--- config.mk ---
export PLATFORM = sky130hd
export DESIGN_NAME = sbsf_top
export DESIGN_NICKNAME = d
export VERILOG_FILES = /design/src/core/sbsf_pkg.sv /design/src/core/sbsf_flag_cell.sv /design/src/core/sbsf_rate_gen.sv /design/src/core/sbsf_top.sv
export SDC_FILE = /design/constraint.sdc
export NUM_CORES = 1
export LEC_CHECK = 0
export ABC_AREA = 1
export BUFFER_PORTS_ARGS = -buffer_cell sky130_fd_sc_hd__buf_2
export CAP_MARGIN = 10
export CORE_UTILIZATION = 39
export CTS_BUF_LIST = sky130_fd_sc_hd__clkbuf_4
export DETAILED_ROUTE_END_ITERATION = 10
export PLACE_DENSITY = 0.67
export SLEW_MARGIN = 20
export SYNTH_ARGS = -nofsm -noshare
export SYNTH_HDL_FRONTEND = slang
export SYNTH_SLANG_ARGS = --single-unit
--- constraint.sdc ---
create_clock -name ref_clk -period 4.76 [get_ports ref_clk]
set_clock_uncertainty 0.15 [all_clocks]
set_input_delay 0.476 -clock ref_clk [delete_from_list [all_inputs] [get_ports ref_clk]]
set_output_delay 0.476 -clock ref_clk [all_outputs]
set_load 0.05 [all_outputs]
--- src/core/sbsf_pkg.sv ---
// package: register map, field positions, reset values and sizes for the bit-rate/status block
// Notes on behaviour
// - prescale field bits 6:4 divides the bus clock by its value plus one.
// - prescaler runs from the bus clock and feeds the rate divider.
// - rate field bits 2:0 divides by two to the power field plus one.
// - master bit clock is bus clock over prescale divisor then rate divisor.
// - bit-rate register is readable and writable at any time, even mid-transfer.
// - status bits 6,3,2,1,0 read zero; status writes change nothing.
// - receive-full flag, status bit 7, sets when a transfer completes.
// - receive-full clears after status read with flag set, then data read.
// - transmit-empty, status bit 5, set on room; cleared by armed status read then data write.
// - data writes not preceded by a status read seeing transmit-empty are discarded.
// - transmit-empty with transmit interrupt enable requests an interrupt.
// - transmit-empty sets whenever a byte moves from buffer into shifter.
// - idle interface passes a written byte to the shifter within two cycles; code does this only with master 1, else the byte stays buffered.
// - at shift end a queued byte moves in and transmit-empty sets; else nothing.
// - mode-fault, status bit 4, sets when master sees select input driven low.
// - mode-fault sets only with master 1, fault enable 1, select output enable 0.
// - mode-fault clears after status read with flag set, then control-one write.
// - receive-full or mode-fault with receive/fault enable requests an interrupt.
// - clearing interface enable aborts transfers, clears receive-full, sets transmit-empty.
package sbsf_pkg;
   localparam int DATA_W = 32;
   localparam int ADR_W = 8;
   localparam int BYTE_W = 8;
   // register byte offsets
   localparam logic [7:0] OFS_BIT_RATE = 8'h00;
   localparam logic [7:0] OFS_STATUS = 8'h04;
   localparam logic [7:0] OFS_DATA = 8'h08;
   localparam logic [7:0] OFS_CTRL_ONE = 8'h0C;
   localparam logic [7:0] OFS_CTRL_TWO = 8'h10;
   // bit-rate fields
   localparam int PRE_LSB = 4;
   localparam int RATE_LSB = 0;
   localparam int SEL_W = 3;
   localparam logic [7:0] BIT_RATE_MASK = 8'h77;
   localparam logic [7:0] BIT_RATE_RST = 8'h00;
   // status fields
   localparam int ST_RX_FULL = 7;
   localparam int ST_TX_EMPTY = 5;
   localparam int ST_FAULT = 4;
   // control one fields
   localparam int C1_RX_IRQ_EN = 7;
   localparam int C1_ENABLE = 6;
   localparam int C1_TX_IRQ_EN = 5;
   localparam int C1_MASTER = 4;
   localparam int C1_SEL_OUT_EN = 1;
   localparam logic [7:0] CTRL_ONE_MASK = 8'hF2;
   localparam logic [7:0] CTRL_ONE_RST = 8'h00;
   // control two fields
   localparam int C2_FAULT_EN = 4;
   localparam logic [7:0] CTRL_TWO_MASK = 8'h10;
   localparam logic [7:0] CTRL_TWO_RST = 8'h00;
   // serial frame: two clock edges per bit
   localparam int EDGES_PER_BYTE = 16;
   localparam int EDGE_CNT_W = 4;
   localparam int DIV_CNT_W = 8;
   localparam int IDLE_PASS_CYCLES = 2;
endpackage

--- src/core/sbsf_flag_cell.sv ---
// one status flag with its read-then-access clearing sequence
`timescale 1ns/1ps
module sbsf_flag_cell (
   input wire logic ref_clk,
   input wire logic rst,
   input wire logic set_i,
   input wire logic status_read_i,
   input wire logic access_i,
   input wire logic flush_i,
   input wire logic reset_val_i,
   output logic flag_o,
   output logic armed_o
);
   logic flag_reg;
   logic flag_next;
   logic armed_reg;
   logic armed_next;
   logic clear_hit;

   // ----------------------------------------
   // clear sequence, set wins over clear
   // ----------------------------------------
   assign clear_hit = armed_reg & access_i;
   assign flag_next = set_i | (flag_reg & ~clear_hit & ~flush_i);
   assign armed_next = flag_next & ((status_read_i & flag_reg) | (armed_reg & ~access_i));
   assign flag_o = flag_reg;
   assign armed_o = armed_reg;

   always_ff @(posedge ref_clk) begin
      if (rst) begin
         flag_reg <= reset_val_i;
         armed_reg <= 1'b0;
      end else begin
         flag_reg <= flag_next;
         armed_reg <= armed_next;
      end
   end
endmodule

--- src/core/sbsf_rate_gen.sv ---
// prescaler and power-of-two divider making half-bit ticks for the master serial clock
`timescale 1ns/1ps
module sbsf_rate_gen (
   input wire logic ref_clk,
   input wire logic rst,
   input wire logic run_i,
   input wire logic [sbsf_pkg::SEL_W-1:0] pre_sel_i,
   input wire logic [sbsf_pkg::SEL_W-1:0] rate_sel_i,
   output logic half_tick_o
);
   import sbsf_pkg::*;
   logic [SEL_W-1:0] pre_cnt_reg;
   logic [DIV_CNT_W-1:0] div_cnt_reg;
   logic half_tick_reg;
   logic pre_tick;
   logic [DIV_CNT_W-1:0] div_top;
   logic div_wrap;

   // ----------------------------------------
   // prescaler from bus clock, divider on its ticks
   // ----------------------------------------
   assign pre_tick = run_i & (pre_cnt_reg >= pre_sel_i);
   assign div_top = DIV_CNT_W'((9'h001 << rate_sel_i) - 9'h001);
   assign div_wrap = pre_tick & (div_cnt_reg >= div_top);
   assign half_tick_o = half_tick_reg;

   always_ff @(posedge ref_clk) begin
      if (rst || !run_i) begin
         pre_cnt_reg <= '0;
         div_cnt_reg <= '0;
         half_tick_reg <= 1'b0;
      end else begin
         pre_cnt_reg <= pre_tick ? '0 : pre_cnt_reg + 3'h1;
         if (pre_tick) begin
            div_cnt_reg <= div_wrap ? '0 : div_cnt_reg + 8'h01;
         end
         half_tick_reg <= div_wrap;
      end
   end

   // ----------------------------------------
   // checks
   // ----------------------------------------
   logic [11:0] gap_reg;
   logic seen_reg;
   logic [11:0] gap_want;
   logic [2*SEL_W-1:0] sel_q_reg;
   logic sel_same;
   assign gap_want = 12'((12'({9'h000, pre_sel_i}) + 12'h001) << rate_sel_i);
   assign sel_same = {pre_sel_i, rate_sel_i} == sel_q_reg;
   // a rate change mid-run voids the period in flight, so measuring restarts
   always_ff @(posedge ref_clk) begin
      if (rst || !run_i) begin
         gap_reg <= '0;
         seen_reg <= 1'b0;
         sel_q_reg <= {pre_sel_i, rate_sel_i};
      end else begin
         gap_reg <= half_tick_reg ? 12'h001 : gap_reg + 12'h001;
         seen_reg <= (seen_reg | half_tick_reg) & sel_same;
         sel_q_reg <= {pre_sel_i, rate_sel_i};
      end
   end
endmodule

--- src/core/sbsf_top.sv ---
// serial interface bit-rate generator and status flags behind a wishbone slave
//
// The Wishbone slave port and the register offsets were left to the implementer.
`timescale 1ns/1ps
module sbsf_top (
   input wire logic ref_clk,
   input wire logic rst,
   input wire logic wb_cyc_i,
   input wire logic wb_stb_i,
   input wire logic wb_we_i,
   input wire logic [sbsf_pkg::ADR_W-1:0] wb_adr_i,
   input wire logic [3:0] wb_sel_i,
   input wire logic [sbsf_pkg::DATA_W-1:0] wb_dat_i,
   output logic [sbsf_pkg::DATA_W-1:0] wb_dat_o,
   output logic wb_ack_o,
   input wire logic miso_i,
   input wire logic sel_n_i,
   output logic mosi_o,
   output logic sck_o,
   output logic irq_o
);
   import sbsf_pkg::*;

   typedef enum logic {SBSF_IDLE, SBSF_SHIFT} sbsf_state_t;

   // ----------------------------------------
   // registers
   // ----------------------------------------
   logic ack_reg;
   logic [DATA_W-1:0] rdata_reg;
   logic [BYTE_W-1:0] bit_rate_reg;
   logic [BYTE_W-1:0] ctrl_one_reg;
   logic [BYTE_W-1:0] ctrl_two_reg;
   logic [BYTE_W-1:0] tx_buf_reg;
   logic tx_valid_reg;
   logic [BYTE_W-1:0] rx_buf_reg;
   logic [BYTE_W-1:0] shift_reg;
   logic [EDGE_CNT_W-1:0] edge_reg;
   logic sck_reg;
   logic mosi_reg;
   logic irq_reg;
   sbsf_state_t state_reg;
   sbsf_state_t state_next;

   // ----------------------------------------
   // bus decode
   // ----------------------------------------
   logic req;
   logic wr;
   logic rd;
   logic lane0;
   logic hit_rate;
   logic hit_status;
   logic hit_data;
   logic hit_c1;
   logic hit_c2;
   logic [BYTE_W-1:0] wbyte;
   assign req = wb_cyc_i & wb_stb_i & ~ack_reg;
   assign wr = req & wb_we_i;
   assign rd = req & ~wb_we_i;
   assign lane0 = wb_sel_i[0];
   assign wbyte = wb_dat_i[BYTE_W-1:0];
   assign hit_rate = wb_adr_i == OFS_BIT_RATE;
   assign hit_status = wb_adr_i == OFS_STATUS;
   assign hit_data = wb_adr_i == OFS_DATA;
   assign hit_c1 = wb_adr_i == OFS_CTRL_ONE;
   assign hit_c2 = wb_adr_i == OFS_CTRL_TWO;

   // ----------------------------------------
   // control fields
   // ----------------------------------------
   logic enable;
   logic master;
   logic fault_en;
   logic sel_out_en;
   logic tx_irq_en;
   logic rx_irq_en;
   assign enable = ctrl_one_reg[C1_ENABLE];
   assign master = ctrl_one_reg[C1_MASTER];
   assign sel_out_en = ctrl_one_reg[C1_SEL_OUT_EN];
   assign tx_irq_en = ctrl_one_reg[C1_TX_IRQ_EN];
   assign rx_irq_en = ctrl_one_reg[C1_RX_IRQ_EN];
   assign fault_en = ctrl_two_reg[C2_FAULT_EN];

   // ----------------------------------------
   // flags
   // ----------------------------------------
   logic rx_full;
   logic tx_empty;
   logic fault;
   logic tx_armed;
   logic status_rd;
   logic data_rd;
   logic data_wr;
   logic c1_wr;
   logic wr_accept;
   logic load_shift;
   logic shift_done;
   logic fault_set;
   logic [BYTE_W-1:0] status_byte;
   assign status_rd = rd & hit_status;
   assign data_rd = rd & hit_data;
   assign data_wr = wr & hit_data & lane0;
   assign c1_wr = wr & hit_c1 & lane0;
   assign wr_accept = data_wr & tx_armed & enable;
   assign fault_set = enable & master & fault_en & ~sel_out_en & ~sel_n_i;

   sbsf_flag_cell u_rx_full (
      .ref_clk(ref_clk),
      .rst(rst),
      .set_i(shift_done & enable),
      .status_read_i(status_rd),
      .access_i(data_rd),
      .flush_i(~enable),
      .reset_val_i(1'b0),
      .flag_o(rx_full),
      .armed_o()
   );

   sbsf_flag_cell u_tx_empty (
      .ref_clk(ref_clk),
      .rst(rst),
      .set_i(load_shift | ~enable),
      .status_read_i(status_rd),
      .access_i(data_wr),
      .flush_i(1'b0),
      .reset_val_i(1'b1),
      .flag_o(tx_empty),
      .armed_o(tx_armed)
   );

   sbsf_flag_cell u_fault (
      .ref_clk(ref_clk),
      .rst(rst),
      .set_i(fault_set),
      .status_read_i(status_rd),
      .access_i(c1_wr),
      .flush_i(1'b0),
      .reset_val_i(1'b0),
      .flag_o(fault),
      .armed_o()
   );

   always_comb begin
      status_byte = '0;
      status_byte[ST_RX_FULL] = rx_full;
      status_byte[ST_TX_EMPTY] = tx_empty;
      status_byte[ST_FAULT] = fault;
   end

   // ----------------------------------------
   // read mux
   // ----------------------------------------
   logic [BYTE_W-1:0] rbyte;
   assign rbyte = hit_rate ? bit_rate_reg :
                  hit_status ? status_byte :
                  hit_data ? rx_buf_reg :
                  hit_c1 ? ctrl_one_reg :
                  hit_c2 ? ctrl_two_reg : 8'h00;

   always_ff @(posedge ref_clk) begin
      if (rst) begin
         ack_reg <= 1'b0;
         rdata_reg <= '0;
      end else begin
         ack_reg <= req;
         rdata_reg <= rd ? {24'h000000, rbyte} : 32'h00000000;
      end
   end

   // ----------------------------------------
   // software registers
   // ----------------------------------------
   always_ff @(posedge ref_clk) begin
      if (rst) begin
         bit_rate_reg <= BIT_RATE_RST;
         ctrl_one_reg <= CTRL_ONE_RST;
         ctrl_two_reg <= CTRL_TWO_RST;
      end else begin
         if (wr && hit_rate && lane0) begin
            bit_rate_reg <= wbyte & BIT_RATE_MASK;
         end
         if (c1_wr) begin
            ctrl_one_reg <= wbyte & CTRL_ONE_MASK;
         end
         if (wr && hit_c2 && lane0) begin
            ctrl_two_reg <= wbyte & CTRL_TWO_MASK;
         end
      end
   end

   // ----------------------------------------
   // bit clock
   // ----------------------------------------
   logic half_tick;
   sbsf_rate_gen u_rate (
      .ref_clk(ref_clk),
      .rst(rst),
      .run_i(state_reg == SBSF_SHIFT),
      .pre_sel_i(bit_rate_reg[PRE_LSB+SEL_W-1:PRE_LSB]),
      .rate_sel_i(bit_rate_reg[RATE_LSB+SEL_W-1:RATE_LSB]),
      .half_tick_o(half_tick)
   );

   // ----------------------------------------
   // transmit buffer and shifter
   // ----------------------------------------
   logic last_edge;
   logic lead_edge;
   assign last_edge = half_tick & (edge_reg == 4'(EDGES_PER_BYTE - 1));
   assign lead_edge = half_tick & ~edge_reg[0];
   assign shift_done = (state_reg == SBSF_SHIFT) & last_edge & enable;
   assign load_shift = enable & master & tx_valid_reg
                       & ((state_reg == SBSF_IDLE) | shift_done);

   always_comb begin
      state_next = state_reg;
      unique case (state_reg)
         SBSF_IDLE: begin
            if (load_shift) begin
               state_next = SBSF_SHIFT;
            end
         end
         SBSF_SHIFT: begin
            if (shift_done && !load_shift) begin
               state_next = SBSF_IDLE;
            end
         end
      endcase
      if (!enable) begin
         state_next = SBSF_IDLE;
      end
   end

   always_ff @(posedge ref_clk) begin
      if (rst) begin
         state_reg <= SBSF_IDLE;
         tx_valid_reg <= 1'b0;
         tx_buf_reg <= '0;
      end else begin
         state_reg <= state_next;
         if (!enable) begin
            tx_valid_reg <= 1'b0;
         end else if (wr_accept) begin
            tx_valid_reg <= 1'b1;
            tx_buf_reg <= wbyte;
         end else if (load_shift) begin
            tx_valid_reg <= 1'b0;
         end
      end
   end

   always_ff @(posedge ref_clk) begin
      if (rst) begin
         shift_reg <= '0;
         edge_reg <= '0;
         sck_reg <= 1'b0;
         mosi_reg <= 1'b0;
         rx_buf_reg <= '0;
      end else if (load_shift) begin
         shift_reg <= tx_buf_reg;
         mosi_reg <= tx_buf_reg[BYTE_W-1];
         edge_reg <= '0;
         sck_reg <= 1'b0;
         if (shift_done && !rx_full) begin
            rx_buf_reg <= shift_reg;
         end
      end else if (state_reg == SBSF_SHIFT && enable && half_tick) begin
         edge_reg <= edge_reg + 4'h1;
         sck_reg <= ~sck_reg;
         if (lead_edge) begin
            shift_reg <= {shift_reg[BYTE_W-2:0], miso_i};
         end else begin
            mosi_reg <= shift_reg[BYTE_W-1];
         end
         if (shift_done && !rx_full) begin
            rx_buf_reg <= shift_reg;
         end
      end else if (state_reg == SBSF_IDLE || !enable) begin
         sck_reg <= 1'b0;
      end
   end

   // ----------------------------------------
   // interrupt request
   // ----------------------------------------
   always_ff @(posedge ref_clk) begin
      if (rst) begin
         irq_reg <= 1'b0;
      end else begin
         irq_reg <= (tx_empty & tx_irq_en) | ((rx_full | fault) & rx_irq_en);
      end
   end

   assign wb_ack_o = ack_reg;
   assign wb_dat_o = rdata_reg;
   assign sck_o = sck_reg;
   assign mosi_o = mosi_reg;
   assign irq_o = irq_reg;
endmodule

==> results of run 1 <==
-- cells in the final DEF (no fill, tap or decap), drive strengths merged --
cell type and instances:
nor4 2, o21ai 45, bufinv 1, nand4 7
inv 60, buf 36, nand2 88, nor3 7
clkinvlp 2, clkbuf 10, xnor2 2, nor2 79
xor2 4, o21bai 1, and3 1, nand3b 1
ha 14, mux2i 1, o211ai 4, o21a 1
clkinv 4, dfxtp 72, a21oi 36, nand3 24
conb 25
-- routing by layer --
layer	wire length [um]	GRT usage (%)	share of wire [%]	vias up
met5	0	0	0	-
met4	100	6.66	1.3	0
met3	296	4.12	3.9	8
met2	3560	28.4	47	69
met1	3610	20.9	48	1361
li1	-	-	-	1580
-- per-stage QoR --
stage | std cells | instance area, um^2 | util (%) | setup WS (ns) | hold slack [ns]
final | 635 | 3840 | 44.0 | 2.62 | 0.142
after detailed placement | 619 | 3700 | 42.5 | 2.64 | 0.287
after CTS | 635 | 3840 | 44.0 | 2.62 | 0.109
after global routing | 635 | 3840 | 44.0 | 2.47 | 0.111
after global placement | 619 | 3700 | 42.5 | 2.67 | 0.284
after floorplan | 506 | 3600 | - | 3.02 | 0.267
-- critical path, stage by stage (launching register included) --
cell     delay, ns
dfxtp_1       0.52
ha_1          0.25
nand4_1       0.14
o21ai_2       0.32
nand2_2       0.28
nand2_1       0.26
o21ai_0       0.12
-- worst max-delay path by stage --
stage,slack (ns),startpoint,depth (start not counted),end
floorplan,3.02,edge_reg[0],7,shift_reg[7]
global placement,2.67,edge_reg[0],6,mosi_o
detailed placement,2.64,edge_reg[0],6,mosi_o
CTS,2.62,edge_reg[0],6,mosi_o
global route,2.47,edge_reg[0],6,mosi_o
finish,2.62,edge_reg[0],6,mosi_o
-- cell type report --
type,instances,area [um^2],area share (%)
multi-input combinational,342,1720,44.7
sequential,72,1440,37.5
inverter,61,229,5.96
timing repair buffer,36,183,4.76
tap,108,135,3.52
clock buffer,10,75.1,1.96
clock inverter,6,60.1,1.56
-- where the power goes --
| group | total [mW] | leakage, nW | switching [mW] | internal [mW] |
|---|---|---|---|---|
| clock | 0.378 | 0.0722 | 0.215 | 0.163 |
| combinational | 0.0773 | 0.990 | 0.0652 | 0.0121 |
| sequential | 0.603 | 0.580 | 0.000210 | 0.603 |
-- logic make-up after synthesis --
kind of cell	synth area share [%]
and+or+nand+nor	26.5
muxes	0.285
AOI/OAI and AO/OA	12.9
other	0.213
adders and majority gates	4.98
xor gates and xnor gates	1.49
buffers and inverters	12.7
DFF	41.0
==> results by group, run 1 <==
Drt
  – Routed Antenna Nets: 0
  – WL/cell: 11.9 um
  – Vias: just over 3,000
  – Drt initial violations: 162
  – WL final: 7570 um
  – Residual DRC: 0
  – Routed vias/inst: about 4.8
  – First-pass detailed-route iteration total: 4

Timing
  – RSZ-0062 raised after global routing: false
  – Slew margin rel.: 62.1%
  – Slew Limit Fails: 0
  – Final Critical Period: 2.14 ns
  – Setup Total Neg Slack: 0 ns
  – FMAX: 468 MHz
  – Hold Vio Cnt, Final: 0
  – Setup violators final: 0
  – Actual slew at the worst max-slew pin: 0.567 ns
  – Fin crit share: 44.9%

Logic synthesis
  – Synth area leaders: dfxtp_1 41%, nand2_1 9.3%, nor2_1 7.6%
  – Async SR Flop Fraction: 0%
  – Dominant cell by count in the synthesized netlist: nand2_1
  – Post-synthesis sequential area ratio: between 40% and 50%
  – Ys Warns: 0
  – FF+latch count, synth: between 70 and 80
  – Yosys top cell by area: dfxtp_1
  – EDFF count, synth: 0
  – Synth Instances: a little under 500
  – Ys flop type: dfxtp_1
  – Post-synth top area share: between 40% and 50%
  – Synth Area per Inst: between 7 and 8 um^2
  – Synthesized area: 3520 um^2
  – List of most frequent post-synthesis cells: 87 x nand2_1, 72 x dfxtp_1, 71 x nor2_1
  – Yosys cell types: 34

CTS
  – CTS tree: yes
  – Post-CTS Resized: 0
  – Setup Buffers After CTS: 0
  – Clk_lat worst skew: 0.41 ns
  – Num CTS Buffers: 9
  – Number of H-tree levels: 3
  – CTS sink cnt: 72
  – Clock-pin transition on the worst setup and hold timing paths: 0.11 ns
  – Root Buffer: clkbuf_4
  – Clk buf depth: 2
  – Post-CTS Hold Buffers: 0

Place
  – PortBufs: 35
  – GPL Wtd Cong: 0.870
  – Hpwl dp: 5680 um

GRT
  – Initial antenna violation count: 0
  – First-pass GRT wire length: 12,900 um
  – Largest net degree at the start of global routing: 22
  – Vias in the first global route: 2,863
  – Grt ovf: 0
  – Tot GR Track Use: 16.9%

Worst setup path
  – CP Data Arrival Time: 2.29 ns
  – Setup slack, reg-to-reg: roughly 2.6 ns
  – Critical path startpoint category: register
  – Critical setup path kind: reg -> reg
  – Worst r2r src: edge_reg[0]
  – Reg2Reg Depth: 6
  – CP max FO: 16
  – Required @ worst endpoint: 4.91 ns
  – CP endpoint kind: register
  – Reg-to-reg endpoint: mosi_o

Layout
  – Share of layout cells above drive strength 1: 13.3%
  – Antenna diode count: 0
  – Count of nets after finishing: about 590
  – Layout area overhead: 9.14%
  – Fillers: 912

Floorplan
  – Die Ht: a little under 100 um
  – Row cnt: 34
  – Initial Utilization: about 40%
  – Die width: between 90 and 100 um
  – Core area: roughly 8700 um^2
  – I/O pins: 87
  – Die area: 9410 um^2

Min path
  – Hold crit path type: in -> reg
  – Worst Hold End: tx_buf_reg[3]
  – Min-delay src: wb_dat_i[3]
  – Hold path depth: 3

Power and ir drop
  – Static Leak: 1.64 nW
  – Peak supply drop: 0.000139 V
  – Total Power: 1.06 mW
  – Pwr dens: between 200 and 300 nW/um^2

Run
  – MaxCap Viol Count: 0

Status
  – Outcome: finished clean
(Power assumes the default switching activity.)
==> run 2: changes to the inputs <==
--- a/config.mk
+++ b/config.mk
@@ -11,7 +11,7 @@
 export CORE_UTILIZATION = 39
 export CTS_BUF_LIST = sky130_fd_sc_hd__clkbuf_4
 export DETAILED_ROUTE_END_ITERATION = 10
-export PLACE_DENSITY = 0.67
+export PLACE_DENSITY = 0.7
 export SLEW_MARGIN = 20
 export SYNTH_ARGS = -nofsm -noshare
 export SYNTH_HDL_FRONTEND = slang
==> constraint.sdc (replaced) <==
create_clock -name ref_clk -period 1.8 [get_ports ref_clk]
set_clock_uncertainty 0.15 [all_clocks]
set_input_delay 0.18 -clock ref_clk [delete_from_list [all_inputs] [get_ports ref_clk]]
set_output_delay 0.18 -clock ref_clk [all_outputs]
set_load 0.05 [all_outputs]
==> results by group, run 2 (synthesized netlist as in run 1, its figures left out) <==
Drt
  – Routed Antenna Nets: 0
  – Vias: 3,123
  – First-pass detailed-route iteration total: 4
  – Drt initial violations: between 100 and 150
  – Residual DRC: 0
  – WL/cell: 11.6 um
  – WL final: 7740 um
  – Routed vias/inst: roughly 4.7

Timing
  – Slew Limit Fails: 0
  – Final Critical Period: 1.72 ns
  – Fin crit share: 95.6%
  – FMAX: between 500 and 600 MHz
  – Setup violators final: 0
  – Setup Total Neg Slack: 0 ns
  – Hold_ws: 0.0554 ns
  – Final WS setup: 0.0797 ns
  – Hold Vio Cnt, Final: 0

Min path
  – Hold crit path type: in -> reg

Layout
  – Fillers: slightly below 900
  – Finished Cell Area: 4200 um^2
  – Commonest non-fill, non-tap cell in the layout: nand2_1
  – Non-Filler Instances: 665
  – Fin util: 48.1%
  – Register area: 1450 um^2
  – Multi-input gate area: roughly 1800 um^2
  – Layout area overhead: 19.3%
  – Antenna diode count: 0
  – Commonest cells after routing, fill and taps aside: 83 x nand2_1, 68 x dfxtp_1, 67 x nor2_1
  – Share of layout cells above drive strength 1: 18.1%
  – Count of nets after finishing: 617

CTS
  – Number of H-tree levels: 3
  – CTS tree: yes
  – Clk buf depth: 2
  – Clk_lat worst skew: 0.42 ns
  – Clock-pin transition on the worst setup and hold timing paths: roughly 0.12 ns
  – CTS sink cnt: 72
  – Root Buffer: clkbuf_4
  – Num CTS Buffers: 9

Place
  – Placed insts: 633
  – Pre-CTS WS: -0.0811 ns
  – GPL Wtd Cong: 0.855
  – Post-DP Area: 3820 um^2
  – PortBufs: 35
  – Hpwl dp: 5890 um

GRT
  – Vias in the first global route: 2,841
  – First-pass GRT wire length: 12,600 um
  – Tot GR Track Use: 16.5%
  – Grt ovf: 0
  – Largest net degree at the start of global routing: 37
  – Initial antenna violation count: 0

Floorplan
  – Initial Utilization: 40.3%
  – Die Ht: 97.0 um
  – Die width: 97.0 um
  – Row cnt: 34
  – I/O pins: 87
  – Core area: 8720 um^2
  – Die area: 9410 um^2

Worst setup path
  – Critical path startpoint category: register
  – CP max FO: 5
  – Critical setup path kind: reg -> reg
  – Worst setup path endpoint: u_rate.div_cnt_reg[6]
  – Worst r2r src: bit_rate_reg[6]
  – CP Data Arrival Time: around 1.9 ns
  – Reg2Reg Depth: 9
  – Required @ worst endpoint: just under 2 ns
  – CP endpoint kind: register
  – Setup slack, reg-to-reg: 0.08 ns
  – Crit path launch: bit_rate_reg[6]
  – Reg-to-reg endpoint: u_rate.div_cnt_reg[6]

Run
  – MaxCap Viol Count: 0

Status
  – Outcome: finished clean

Power and ir drop
  – Static Leak: 1.80 nW
  – Pwr dens: 680 nW/um^2
  – Total Power: 2.85 mW
  – Peak supply drop: 0.000434 V
==> run 2: changes by cell type in the layout (fill, tap and decap cells not counted), moves of 2 or more <==
cell and change:
o21ai_0 -2, dfxtp_4 +2, buf_12 +2, o21ai_1 +2, dlygate4sd3_1 +14, dfxtp_1 -4
dfxtp_2 +2, nor2_1 -4, nand2_2 +3, nand2_1 -4, nor2_2 +3, buf_4 +14
==> run 2: repair_timing <==
action | in CTS | in global routing
setup buffers | 0 | 2
gates resized for setup | 2 | 21
hold buffers | 14 | 0
hold endpoints to repair | 28 | 0
endpoints found under the setup margin | 8 | 22
pin swaps | 0 | 5
==> run 2: layer usage <==
metal / global-route usage [%] / vias up / wire, um
met5: 0 / - / 0
met4: 6.89 / 0 / 127
met3: 2.75 / 13 / 295
met2: 27.4 / 65 / 3660
met1: 21.1 / 1400 / 3650
li1: - / 1645 / -
==> run 2: critical path, stage by stage, from the launching register on <==
cell and delay, ns:
dfxtp_1 0.33, inv_1 0.06, ha_1 0.33, a21oi_1 0.17, nand3_2 0.10, nand2_1 0.09
buf_4 0.14, nor2_2 0.04, xor2_1 0.16, nor2_2 0.05
==> run 2: layout make-up <==
cell class	instances	share of cell area [%]
Tap cell	108	3.22
Multi-Input combinational cell	342	42.3
Clock buffer	10	1.79
Sequential cell	72	34.6
Timing Repair Buffer	66	11.2
Clock inverter	6	1.43
Inverter	61	5.52
==> run 2: worst min-delay path by stage <==
stage	start	to	slack, ns	cells after the start
CTS	wb_adr_i[2]	wb_dat_o[4]	0.04	6
detailed placement	wb_dat_i[3]	tx_buf_reg[3]	0.27	3
global route	wb_adr_i[2]	wb_dat_o[4]	0.08	6
finish	wb_adr_i[2]	wb_dat_o[4]	0.06	6
floorplan	wb_dat_i[0]	tx_buf_reg[0]	0.16	2
global placement	wb_dat_i[3]	tx_buf_reg[3]	0.25	3
==> run 2: power breakdown <==
part           switching [mW]  leakage [nW]  internal [mW]
logic                   0.178          1.15         0.0585
clock network           0.593        0.0722          0.431
registers            0.000470         0.582           1.59
total                   0.771          1.80           2.08
